--- src/ecq_pkg.sv ---
package ecq_pkg;

   // =========================================================
   // Timing
   localparam int CLK_PERIOD_NS = 100;
   localparam int GATE_TIME_NS  = 838_860_800;
   localparam int GATE_CYCLES   = GATE_TIME_NS / CLK_PERIOD_NS;

   // =========================================================
   // Register map
   localparam int         ADDR_W     = 8;
   localparam int         NUM_CH     = 2;
   localparam int         CH_STRIDE  = 16;
   localparam logic [7:0] OFF_CTRL   = 8'h00;
   localparam logic [7:0] OFF_VALUE  = 8'h04;
   localparam logic [7:0] OFF_RESULT = 8'h08;
   localparam logic [7:0] OFF_STATUS = 8'h0C;

   // =========================================================
   // Fields and reset values
   localparam int          CTRL_W          = 5;
   localparam int          CTRL_MODE_LSB   = 0;
   localparam int          CTRL_MODE_W     = 3;
   localparam int          CTRL_INVERT_BIT = 3;
   localparam int          CTRL_INIT_BIT   = 4;
   localparam logic [4:0]  CTRL_RESET      = 5'h00;
   localparam logic [15:0] VALUE_RESET     = 16'h0000;
   localparam int          ST_NEW_BIT      = 0;
   localparam int          ST_OUT_BIT      = 1;
   localparam int          ST_RUN_BIT      = 2;

   // =========================================================
   // Count limits
   localparam logic [15:0] COUNT_MAX = 16'hFFFF;
   localparam logic [15:0] QUAD_MAX  = 16'h3FFF;
   localparam logic [15:0] QUAD_MIN  = 16'hC000;

   // =========================================================
   // Modes and states
   typedef enum logic [2:0] {
      ECQ_OFF    = 3'b000,
      ECQ_WINDOW = 3'b001,
      ECQ_QUAD   = 3'b010,
      ECQ_TOTAL  = 3'b011,
      ECQ_DIVIDE = 3'b100,
      ECQ_FREQ   = 3'b101
   } ecq_mode_e;

   typedef enum logic [0:0] {
      ECQ_PH_FIRST  = 1'b0,
      ECQ_PH_SECOND = 1'b1
   } ecq_phase_e;

endpackage

--- src/ecq_timer.sv ---
// Our own choices: the plain strobed port and the register offsets.
`timescale 1ns/100ps
`default_nettype none

module ecq_timer #(
   parameter int GATE_CYCLES = ecq_pkg::GATE_CYCLES
) (
   input  wire logic                      ref_clk,
   input  wire logic                      rst,
   input  wire logic [ecq_pkg::ADDR_W-1:0] addr,
   input  wire logic [31:0]               wdata,
   input  wire logic                      wr_en,
   input  wire logic                      rd_en,
   output logic      [31:0]               rdata,
   input  wire logic                      tc1_input_a,
   input  wire logic                      tc1_input_b,
   input  wire logic                      tc2_input_a,
   input  wire logic                      tc2_input_b,
   output logic                           divider_out_pin_a,
   output logic                           divider_out_pin_b
);

   // =========================================================
   // Helpers
   function automatic logic reg_hit(input logic [7:0] a, input int ch, input logic [7:0] off);
      reg_hit = (a == 8'(ch * ecq_pkg::CH_STRIDE + int'(off)));
   endfunction

   function automatic logic [15:0] sat_inc(input logic [15:0] v, input logic en);
      sat_inc = (en && v != ecq_pkg::COUNT_MAX) ? 16'(v + 16'h0001) : v;
   endfunction

   // =========================================================
   // Pin mapping and shared gate timer
   logic [ecq_pkg::NUM_CH-1:0] in_a;
   logic [ecq_pkg::NUM_CH-1:0] in_b;
   logic [ecq_pkg::NUM_CH-1:0] out_pin;
   logic [31:0]                ch_rdata [ecq_pkg::NUM_CH];
   logic [31:0]                gate_cnt;
   logic                       gate_end;
   logic [31:0]                rd_mux;

   assign in_a[0] = tc1_input_a;
   assign in_b[0] = tc1_input_b;
   assign in_a[1] = tc2_input_a;
   assign in_b[1] = tc2_input_b;
   assign divider_out_pin_a = out_pin[0];
   assign divider_out_pin_b = out_pin[1];

   // Gate length is fixed in clock cycles, independent of the input rate
   assign gate_end = (gate_cnt == 32'(GATE_CYCLES - 1));

   always_ff @(posedge ref_clk or posedge rst) begin
      if (rst) begin
         gate_cnt <= 32'h00000000;
      end else if (gate_end) begin
         gate_cnt <= 32'h00000000;
      end else begin
         gate_cnt <= 32'(gate_cnt + 32'h00000001);
      end
   end

   // =========================================================
   // Channels
   for (genvar i = 0; i < ecq_pkg::NUM_CH; i++) begin : g_ch
      logic [ecq_pkg::CTRL_W-1:0] ctrl;
      logic [15:0]                value;
      logic [15:0]                count;
      logic [15:0]                next_count;
      logic [15:0]                capture;
      logic [15:0]                base;
      logic [15:0]                active_n;
      logic [15:0]                pend_n;
      logic [15:0]                next_pend;
      logic [15:0]                cnt;
      logic                       new_flag;
      logic                       out_q;
      logic                       prev_a;
      logic                       prev_b;
      ecq_pkg::ecq_phase_e        phase;
      ecq_pkg::ecq_mode_e         mode;
      logic                       inv;
      logic                       init_hi;
      logic                       wr_ctrl;
      logic                       wr_value;
      logic                       rd_result;
      logic                       edge_act;
      logic                       a_chg;
      logic                       b_chg;
      logic                       q_step;
      logic                       q_up;
      logic                       gen_mode;
      logic                       running;
      logic                       tick;
      logic                       term;
      logic                       load;
      logic                       primed;
      logic                       wr_zero;
      logic                       wr_start;

      assign mode      = ecq_pkg::ecq_mode_e'(ctrl[ecq_pkg::CTRL_MODE_LSB +: ecq_pkg::CTRL_MODE_W]);
      assign inv       = ctrl[ecq_pkg::CTRL_INVERT_BIT];
      assign init_hi   = ctrl[ecq_pkg::CTRL_INIT_BIT];
      assign wr_ctrl   = wr_en && reg_hit(addr, i, ecq_pkg::OFF_CTRL);
      assign wr_value  = wr_en && reg_hit(addr, i, ecq_pkg::OFF_VALUE);
      assign rd_result = rd_en && reg_hit(addr, i, ecq_pkg::OFF_RESULT);

      // Inputs are synchronous; one register gives the previous level
      always_ff @(posedge ref_clk or posedge rst) begin
         if (rst) begin
            prev_a <= 1'b0;
         end else begin
            prev_a <= in_a[i];
         end
      end

      always_ff @(posedge ref_clk or posedge rst) begin
         if (rst) begin
            prev_b <= 1'b0;
         end else begin
            prev_b <= in_b[i];
         end
      end

      // Previous levels are not real until one edge after reset; a pin idling
      // high would otherwise look like a rising edge right after release
      always_ff @(posedge ref_clk or posedge rst) begin
         if (rst) begin
            primed <= 1'b0;
         end else begin
            primed <= 1'b1;
         end
      end

      // Falling edge by default; invert selects rising
      assign edge_act = primed
                        & (inv ? (~prev_a & in_a[i]) : (prev_a & ~in_a[i]));

      // Both inputs moving in one cycle is an illegal Gray step: ignored
      assign a_chg  = primed & (in_a[i] ^ prev_a);
      assign b_chg  = primed & (in_b[i] ^ prev_b);
      assign q_step = a_chg ^ b_chg;
      assign q_up   = b_chg ? (in_b[i] == in_a[i]) : (in_a[i] != in_b[i]);

      // -------------------------------------------------------
      // Control and value registers
      always_ff @(posedge ref_clk or posedge rst) begin
         if (rst) begin
            ctrl <= ecq_pkg::CTRL_RESET;
         end else if (wr_ctrl) begin
            ctrl <= wdata[ecq_pkg::CTRL_W-1:0];
         end
      end

      always_ff @(posedge ref_clk or posedge rst) begin
         if (rst) begin
            value <= ecq_pkg::VALUE_RESET;
         end else if (wr_value) begin
            value <= wdata[15:0];
         end
      end

      // -------------------------------------------------------
      // Input counter; outside window mode a read clears, but an edge in the same cycle survives
      assign base = rd_result ? 16'h0000 : count;

      always_comb begin
         next_count = 16'h0000;
         case (mode)
            ecq_pkg::ECQ_WINDOW: begin
               next_count = gate_end ? 16'h0000 : sat_inc(count, edge_act);
            end
            ecq_pkg::ECQ_QUAD: begin
               next_count = base;
               if (q_step && q_up && base != ecq_pkg::QUAD_MAX) begin
                  next_count = 16'(base + 16'h0001);
               end else if (q_step && !q_up && base != ecq_pkg::QUAD_MIN) begin
                  next_count = 16'(base - 16'h0001);
               end
            end
            ecq_pkg::ECQ_TOTAL: begin
               next_count = sat_inc(base, edge_act);
            end
            default: begin
               next_count = 16'h0000;
            end
         endcase
      end

      always_ff @(posedge ref_clk or posedge rst) begin
         if (rst) begin
            count <= 16'h0000;
         end else if (wr_ctrl) begin
            count <= 16'h0000;
         end else begin
            count <= next_count;
         end
      end

      // Captured value includes an edge landing on the gate's last cycle
      always_ff @(posedge ref_clk or posedge rst) begin
         if (rst) begin
            capture <= 16'h0000;
         end else if (wr_ctrl) begin
            capture <= 16'h0000;
         end else if (gate_end && mode == ecq_pkg::ECQ_WINDOW) begin
            capture <= sat_inc(count, edge_act);
         end
      end

      always_ff @(posedge ref_clk or posedge rst) begin
         if (rst) begin
            new_flag <= 1'b0;
         end else if (wr_ctrl) begin
            new_flag <= 1'b0;
         end else if (gate_end && mode == ecq_pkg::ECQ_WINDOW) begin
            new_flag <= 1'b1;
         end else if (rd_result) begin
            new_flag <= 1'b0;
         end
      end

      // -------------------------------------------------------
      // Output generator shared by divider and frequency modes
      assign gen_mode  = (mode == ecq_pkg::ECQ_DIVIDE) || (mode == ecq_pkg::ECQ_FREQ);
      assign running   = gen_mode && (active_n != 16'h0000);
      assign tick      = (mode == ecq_pkg::ECQ_DIVIDE) ? edge_act : 1'b1;
      assign term      = running && tick && (16'(cnt + 16'h0001) == active_n);
      // Divider reloads at any toggle; frequency only at a full cycle's end
      assign load      = term && ((mode == ecq_pkg::ECQ_DIVIDE)
                                  || (phase == ecq_pkg::ECQ_PH_SECOND));
      assign next_pend = wr_value ? wdata[15:0] : pend_n;

      // Value writes decoded once for all generator registers
      assign wr_zero   = wr_value && gen_mode && (wdata[15:0] == 16'h0000);
      assign wr_start  = wr_value && gen_mode && !wr_zero && (active_n == 16'h0000);

      // Active value; a zero write halts at once, ahead of any pending value
      always_ff @(posedge ref_clk or posedge rst) begin
         if (rst) begin
            active_n <= 16'h0000;
         end else if (wr_ctrl) begin
            active_n <= 16'h0000;
         end else if (wr_zero) begin
            active_n <= 16'h0000;
         end else if (wr_start) begin
            active_n <= wdata[15:0];
         end else if (load) begin
            active_n <= next_pend;
         end
      end

      // Pending value; written any time, taken over at a reload toggle, or at once on a start
      always_ff @(posedge ref_clk or posedge rst) begin
         if (rst) begin
            pend_n <= 16'h0000;
         end else if (wr_ctrl || wr_zero) begin
            pend_n <= 16'h0000;
         end else begin
            pend_n <= next_pend;
         end
      end

      // Tick counter restarts at every toggle and at every start or halt
      always_ff @(posedge ref_clk or posedge rst) begin
         if (rst) begin
            cnt <= 16'h0000;
         end else if (wr_ctrl || wr_zero || wr_start || term) begin
            cnt <= 16'h0000;
         end else if (running && tick) begin
            cnt <= 16'(cnt + 16'h0001);
         end
      end

      // Output level; a control write puts the new initial level on the pin
      always_ff @(posedge ref_clk or posedge rst) begin
         if (rst) begin
            out_q <= 1'b0;
         end else if (wr_ctrl) begin
            out_q <= wdata[ecq_pkg::CTRL_INIT_BIT];
         end else if (wr_zero) begin
            out_q <= init_hi;
         end else if (term) begin
            out_q <= ~out_q;
         end
      end

      // Half-cycle marker; frequency mode reloads only after the second half
      always_ff @(posedge ref_clk or posedge rst) begin
         if (rst) begin
            phase <= ecq_pkg::ECQ_PH_FIRST;
         end else if (wr_ctrl || wr_zero || wr_start) begin
            phase <= ecq_pkg::ECQ_PH_FIRST;
         end else if (term) begin
            phase <= (phase == ecq_pkg::ECQ_PH_FIRST) ? ecq_pkg::ECQ_PH_SECOND
                                                      : ecq_pkg::ECQ_PH_FIRST;
         end
      end

      assign out_pin[i] = out_q;

      // -------------------------------------------------------
      // Read data for this channel, zero unless addressed
      always_comb begin
         ch_rdata[i] = 32'h00000000;
         if (reg_hit(addr, i, ecq_pkg::OFF_CTRL)) begin
            ch_rdata[i] = {27'h0000000, ctrl};
         end else if (reg_hit(addr, i, ecq_pkg::OFF_VALUE)) begin
            ch_rdata[i] = {16'h0000, value};
         end else if (reg_hit(addr, i, ecq_pkg::OFF_RESULT)) begin
            if (mode == ecq_pkg::ECQ_WINDOW) begin
               ch_rdata[i] = {16'h0000, capture};
            end else if (mode == ecq_pkg::ECQ_QUAD) begin
               ch_rdata[i] = {{16{count[15]}}, count};
            end else begin
               ch_rdata[i] = {16'h0000, count};
            end
         end else if (reg_hit(addr, i, ecq_pkg::OFF_STATUS)) begin
            ch_rdata[i][ecq_pkg::ST_NEW_BIT] = new_flag;
            ch_rdata[i][ecq_pkg::ST_OUT_BIT] = out_q;
            ch_rdata[i][ecq_pkg::ST_RUN_BIT] = running;
         end
      end
   end

   // =========================================================
   // Read port; unmapped addresses read zero
   always_comb begin
      rd_mux = 32'h00000000;
      for (int k = 0; k < ecq_pkg::NUM_CH; k++) begin
         rd_mux = rd_mux | ch_rdata[k];
      end
   end

   // Data stands only in the cycle after the strobe
   always_ff @(posedge ref_clk or posedge rst) begin
      if (rst) begin
         rdata <= 32'h00000000;
      end else begin
         rdata <= rd_en ? rd_mux : 32'h00000000;
      end
   end

endmodule

`default_nettype wire

--- config.mk ---
export PLATFORM = sky130hd
export DESIGN_NAME = ecq_timer
export DESIGN_NICKNAME = d
export VERILOG_FILES = /design/src/ecq_pkg.sv /design/src/ecq_timer.sv
export SDC_FILE = /design/constraint.sdc
export NUM_CORES = 1
export LEC_CHECK = 0
export BUFFER_PORTS_ARGS = -buffer_cell sky130_fd_sc_hd__buf_2
export CORE_ASPECT_RATIO = 0.6
export CORE_MARGIN = 5
export CORE_UTILIZATION = 30
export DETAILED_ROUTE_END_ITERATION = 10
export SLEW_MARGIN = 25
export SYNTH_ARGS = -nofsm -noshare
export SYNTH_HDL_FRONTEND = slang
export SYNTH_SLANG_ARGS = --single-unit
--- constraint.sdc ---
create_clock -name ref_clk -period 8.2 [get_ports ref_clk]
set_input_delay 0.41 -clock ref_clk [delete_from_list [all_inputs] [get_ports ref_clk]]
set_output_delay 0.41 -clock ref_clk [all_outputs]
set_load 0.1 [all_outputs]
==> flow_metrics.env <==
export IMPL_synth_area_um2=15900
export IMPL_drt_iter0_drc=1397
export IMPL_whs_ns=0.0329
export IMPL_gp_congestion=0.934
export IMPL_die_w_um=307
export IMPL_yosys_top_cells_area="dfrtp_1 41%, nand2_1 9.0%, xnor2_1 4.8%"
export IMPL_use_met1_pct=27.1
export IMPL_cts_setup_buffers=0
export IMPL_yosysMostFrequentCell="nand2_1"
export IMPL_grt_pass1_wl_um=81000
export IMPL_synth_main_ff_cell="dfrtp_1"
export IMPL_powerDensity_nw_per_um2=178
export IMPL_ys_async_sr_fraction_pct=100
export IMPL_hold_path_end="g_ch[0].prev_a"
export IMPL_cp_start_kind="primary input"
export IMPL_dr_pass1_iters=6
export IMPL_hpwl_um=38300
export IMPL_outcome="complete, no violations"
export IMPL_synth_top_area_share_pct=41.2
export IMPL_met3_usage_pct=5.82
export IMPL_tns_ns=0
export IMPL_io_pins=82
export IMPL_finalMaxSlewViolations=0
export IMPL_cts_hold_buffers_added=3
export IMPL_crit_path_frequent_cell="mux2_2"
export IMPL_clk_latency_ns=0.57
export IMPL_remaining_drc_errors=0
export IMPL_cp_required_ns=8.64
export IMPL_slew_limit_headroom_pct=29.9
export IMPL_synth_nets=1964
export IMPL_fmax_ghz=0.265
export IMPL_yosys_area_top_type="dfrtp_1"
export IMPL_cts_buffers=27
export IMPL_reg2reg_slack_ns=4.55
export IMPL_finalHoldViolCount=0
export IMPL_cts_buffer_depth=3
export IMPL_setup_ws_ns=4.42
export IMPL_r2r_start="g_ch[1].ctrl[3]"
export IMPL_end_kind="flip-flop"
export IMPL_cts_root_buffer="clkbuf_16"
export IMPL_dp_slack_ns=4.05
export IMPL_nNetsFinal=1949
export IMPL_crit_path_max_incr_delay_ns=0.75
export IMPL_crit_chain="dlygate4sd3_1, buf_2, inv_1, ha_1, mux2_2, and2_1, o211a_1, o2111ai_1, nor4b_1, nand4b_1, o21ai_2, mux2_2"
export IMPL_clock_skew_ns=0.0186
export IMPL_routed_via_count=14500
export IMPL_clk_pin_slew_ns=0.07
export IMPL_syn_to_final_growth_pct=11.3
export IMPL_path_delay_family="compound AO/OA/AOI/OAI gates"
export IMPL_yosysSeqAreaShare_pct=41.2
export IMPL_cts_resized=0
export IMPL_final_cells=2612
export IMPL_synth_cells=1901
export IMPL_synth_edf_count=0
export IMPL_grt_pass1_vias=13800
export IMPL_path_buf_inv=3
export IMPL_core_um2=52500
export IMPL_detail_route_antenna_nets=0
export IMPL_r2r_end="g_ch[1].active_n[3]"
export IMPL_use_met2_pct=23.0
export IMPL_track_usage_pct=17.4
export IMPL_routed_via_density=5.56
export IMPL_clock_sink_count=262
export IMPL_top_usage_layer="met1"
export IMPL_critPathMaxFanout=16
export IMPL_wirelength_um=52100
export IMPL_dieArea_um2=57900
export IMPL_reg2reg_depth=8
export IMPL_yosysWarnings=0
export IMPL_min_from="tc1_input_a"
export IMPL_routedWlPerCell_um=20.0
export IMPL_synth_cell_types=90
export IMPL_tightest_slew_ns=1.04
export IMPL_grt_ovfl_total=0
export IMPL_yosys_top_cells_count="380 x nand2_1, 262 x dfrtp_1, 170 x nor2_1, 142 x a21oi_1, 88 x clkbuf_1"
export IMPL_tritoncts="done"
export IMPL_synth_seq_cells=262
export IMPL_vdd_drop_max_mv=0.183
export IMPL_cp_arrival_ns=4.22
export IMPL_dp_cells=2555
export IMPL_htreeDepth=1
export IMPL_power_leakage_nw=7.53
export IMPL_fp_dieH_um=188
export IMPL_placed_area_um2=16700
export IMPL_io_buffers=65
export IMPL_setup_viol=0
export IMPL_start_util_pct=30.3
export IMPL_layout_min_cycle_time_ns=3.78
export IMPL_fin_crit_sh_pct=46.1
export IMPL_final_area_um2=17700
export IMPL_rsz0062_at_grt="false"
export IMPL_maxCapViolations=0
export IMPL_hold_depth=1
export IMPL_grt_max_degree=138
export IMPL_syn_area_per_cell_um2=8.37
export IMPL_layout_drive_gt1_share_pct=10.9
export IMPL_antenna_found_initial=7
export IMPL_num_rows=65
export IMPL_criticalPathCategory="primary input to flip-flop"
export IMPL_n_fill_cell=5476
export IMPL_slowest_stage="o21ai_2"
export IMPL_hold_path_class="primary input to flip-flop"
[layer usage]
metal  vias up  wire [um]
li1       6663          -
met1      7129      25200
met2       632      20300
met3        83       5610
met4         8       1030
met5         -         60
[where the power goes]
part	internal, W	total, W	switching (W)	leakage (nW)
combinational	0.000136	0.000403	0.000267	3.46
sequential	0.00132	0.00139	0.0000660	3.61
clock	0.000782	0.00135	0.000568	0.468
[final cells by class]
class / instances / area, um^2 / area share [%]
clock inverter: 14 / 191 / 1.08
antenna: 2 / 5.00 / 0.0283
timing repair buffer: 86 / 526 / 2.97
clock buffer: 36 / 759 / 4.29
sequential: 262 / 6560 / 37.0
multi-input combinational: 1484 / 8690 / 49.1
tap: 703 / 880 / 4.97
inverter: 25 / 101 / 0.572
[through the flow]
stage / total power, W / util, %
after floorplan: 0.00167 / -
after global placement: 0.00179 / 31.7
after detailed placement: 0.00180 / 31.7
after CTS: 0.00316 / 33.6
after global routing: 0.00327 / 33.7
final: 0.00314 / 33.7
[registers in the layout (all words and copies together) (netlist names)]
name / flops
g_ch.pend_n: 32
gate_cnt: 32
g_ch.value: 32
g_ch.cnt: 32
g_ch.new_flag: 2
rdata: 17
g_ch.prev_a: 2
g_ch.ctrl: 10
divider_out_pin_a: 1
g_ch.count: 32
g_ch.prev_b: 2
g_ch.primed: 1
divider_out_pin_b: 1
g_ch.active_n: 32
g_ch.capture: 32
g_ch.phase: 2
[kinds of logic (layout without fill, tap and decap cells)]
family | Yosys count | after routing | synth area share [%]
DFF | 262 | 262 | 41.2
AOI/OAI and AO/OA | 394 | 394 | 15.4
muxes | 60 | 60 | 4.18
buffers and inverters | 155 | 161 | 4.35
adders and majority gates | 16 | 16 | 1.24
and+or+nand+nor | 871 | 871 | 25.8
xor gates and xnor gates | 142 | 142 | 7.82
other | 1 | 3 | 0.0236
[cells in the final DEF (no fill, tap or decap), drive strengths merged, types with 9 or more instances in the layout]
cell	instances
ha	15
clkbuf	36
or2	9
buf	82
a31oi	11
o211ai	21
mux2	42
o22ai	11
xor2	55
nor4	29
o21ai	94
nand3	80
or3	14
nand4	36
and2	16
nor2	170
nand2	380
inv	27
a22oi	12
xnor2	87
mux2i	17
a21oi	144
and3	30
nand2b	9
dfrtp	262
nor3	40
and4	14
o221ai	14
[worst max path at each step]
stage,startpoint,endpoint,slack [ns],cells past startpoint
after floorplan,rst,divider_out_pin_a,0.58,1
after global routing,tc2_input_a,g_ch[1].active_n[3],4.23,12
after detailed placement,addr[3],g_ch[0].count[11],4.05,14
after global placement,addr[4],g_ch[1].count[13],4.05,14
after CTS,tc2_input_a,g_ch[1].active_n[3],4.46,12
final,tc2_input_a,g_ch[1].active_n[3],4.42,12
(Power assumes the default switching activity.)
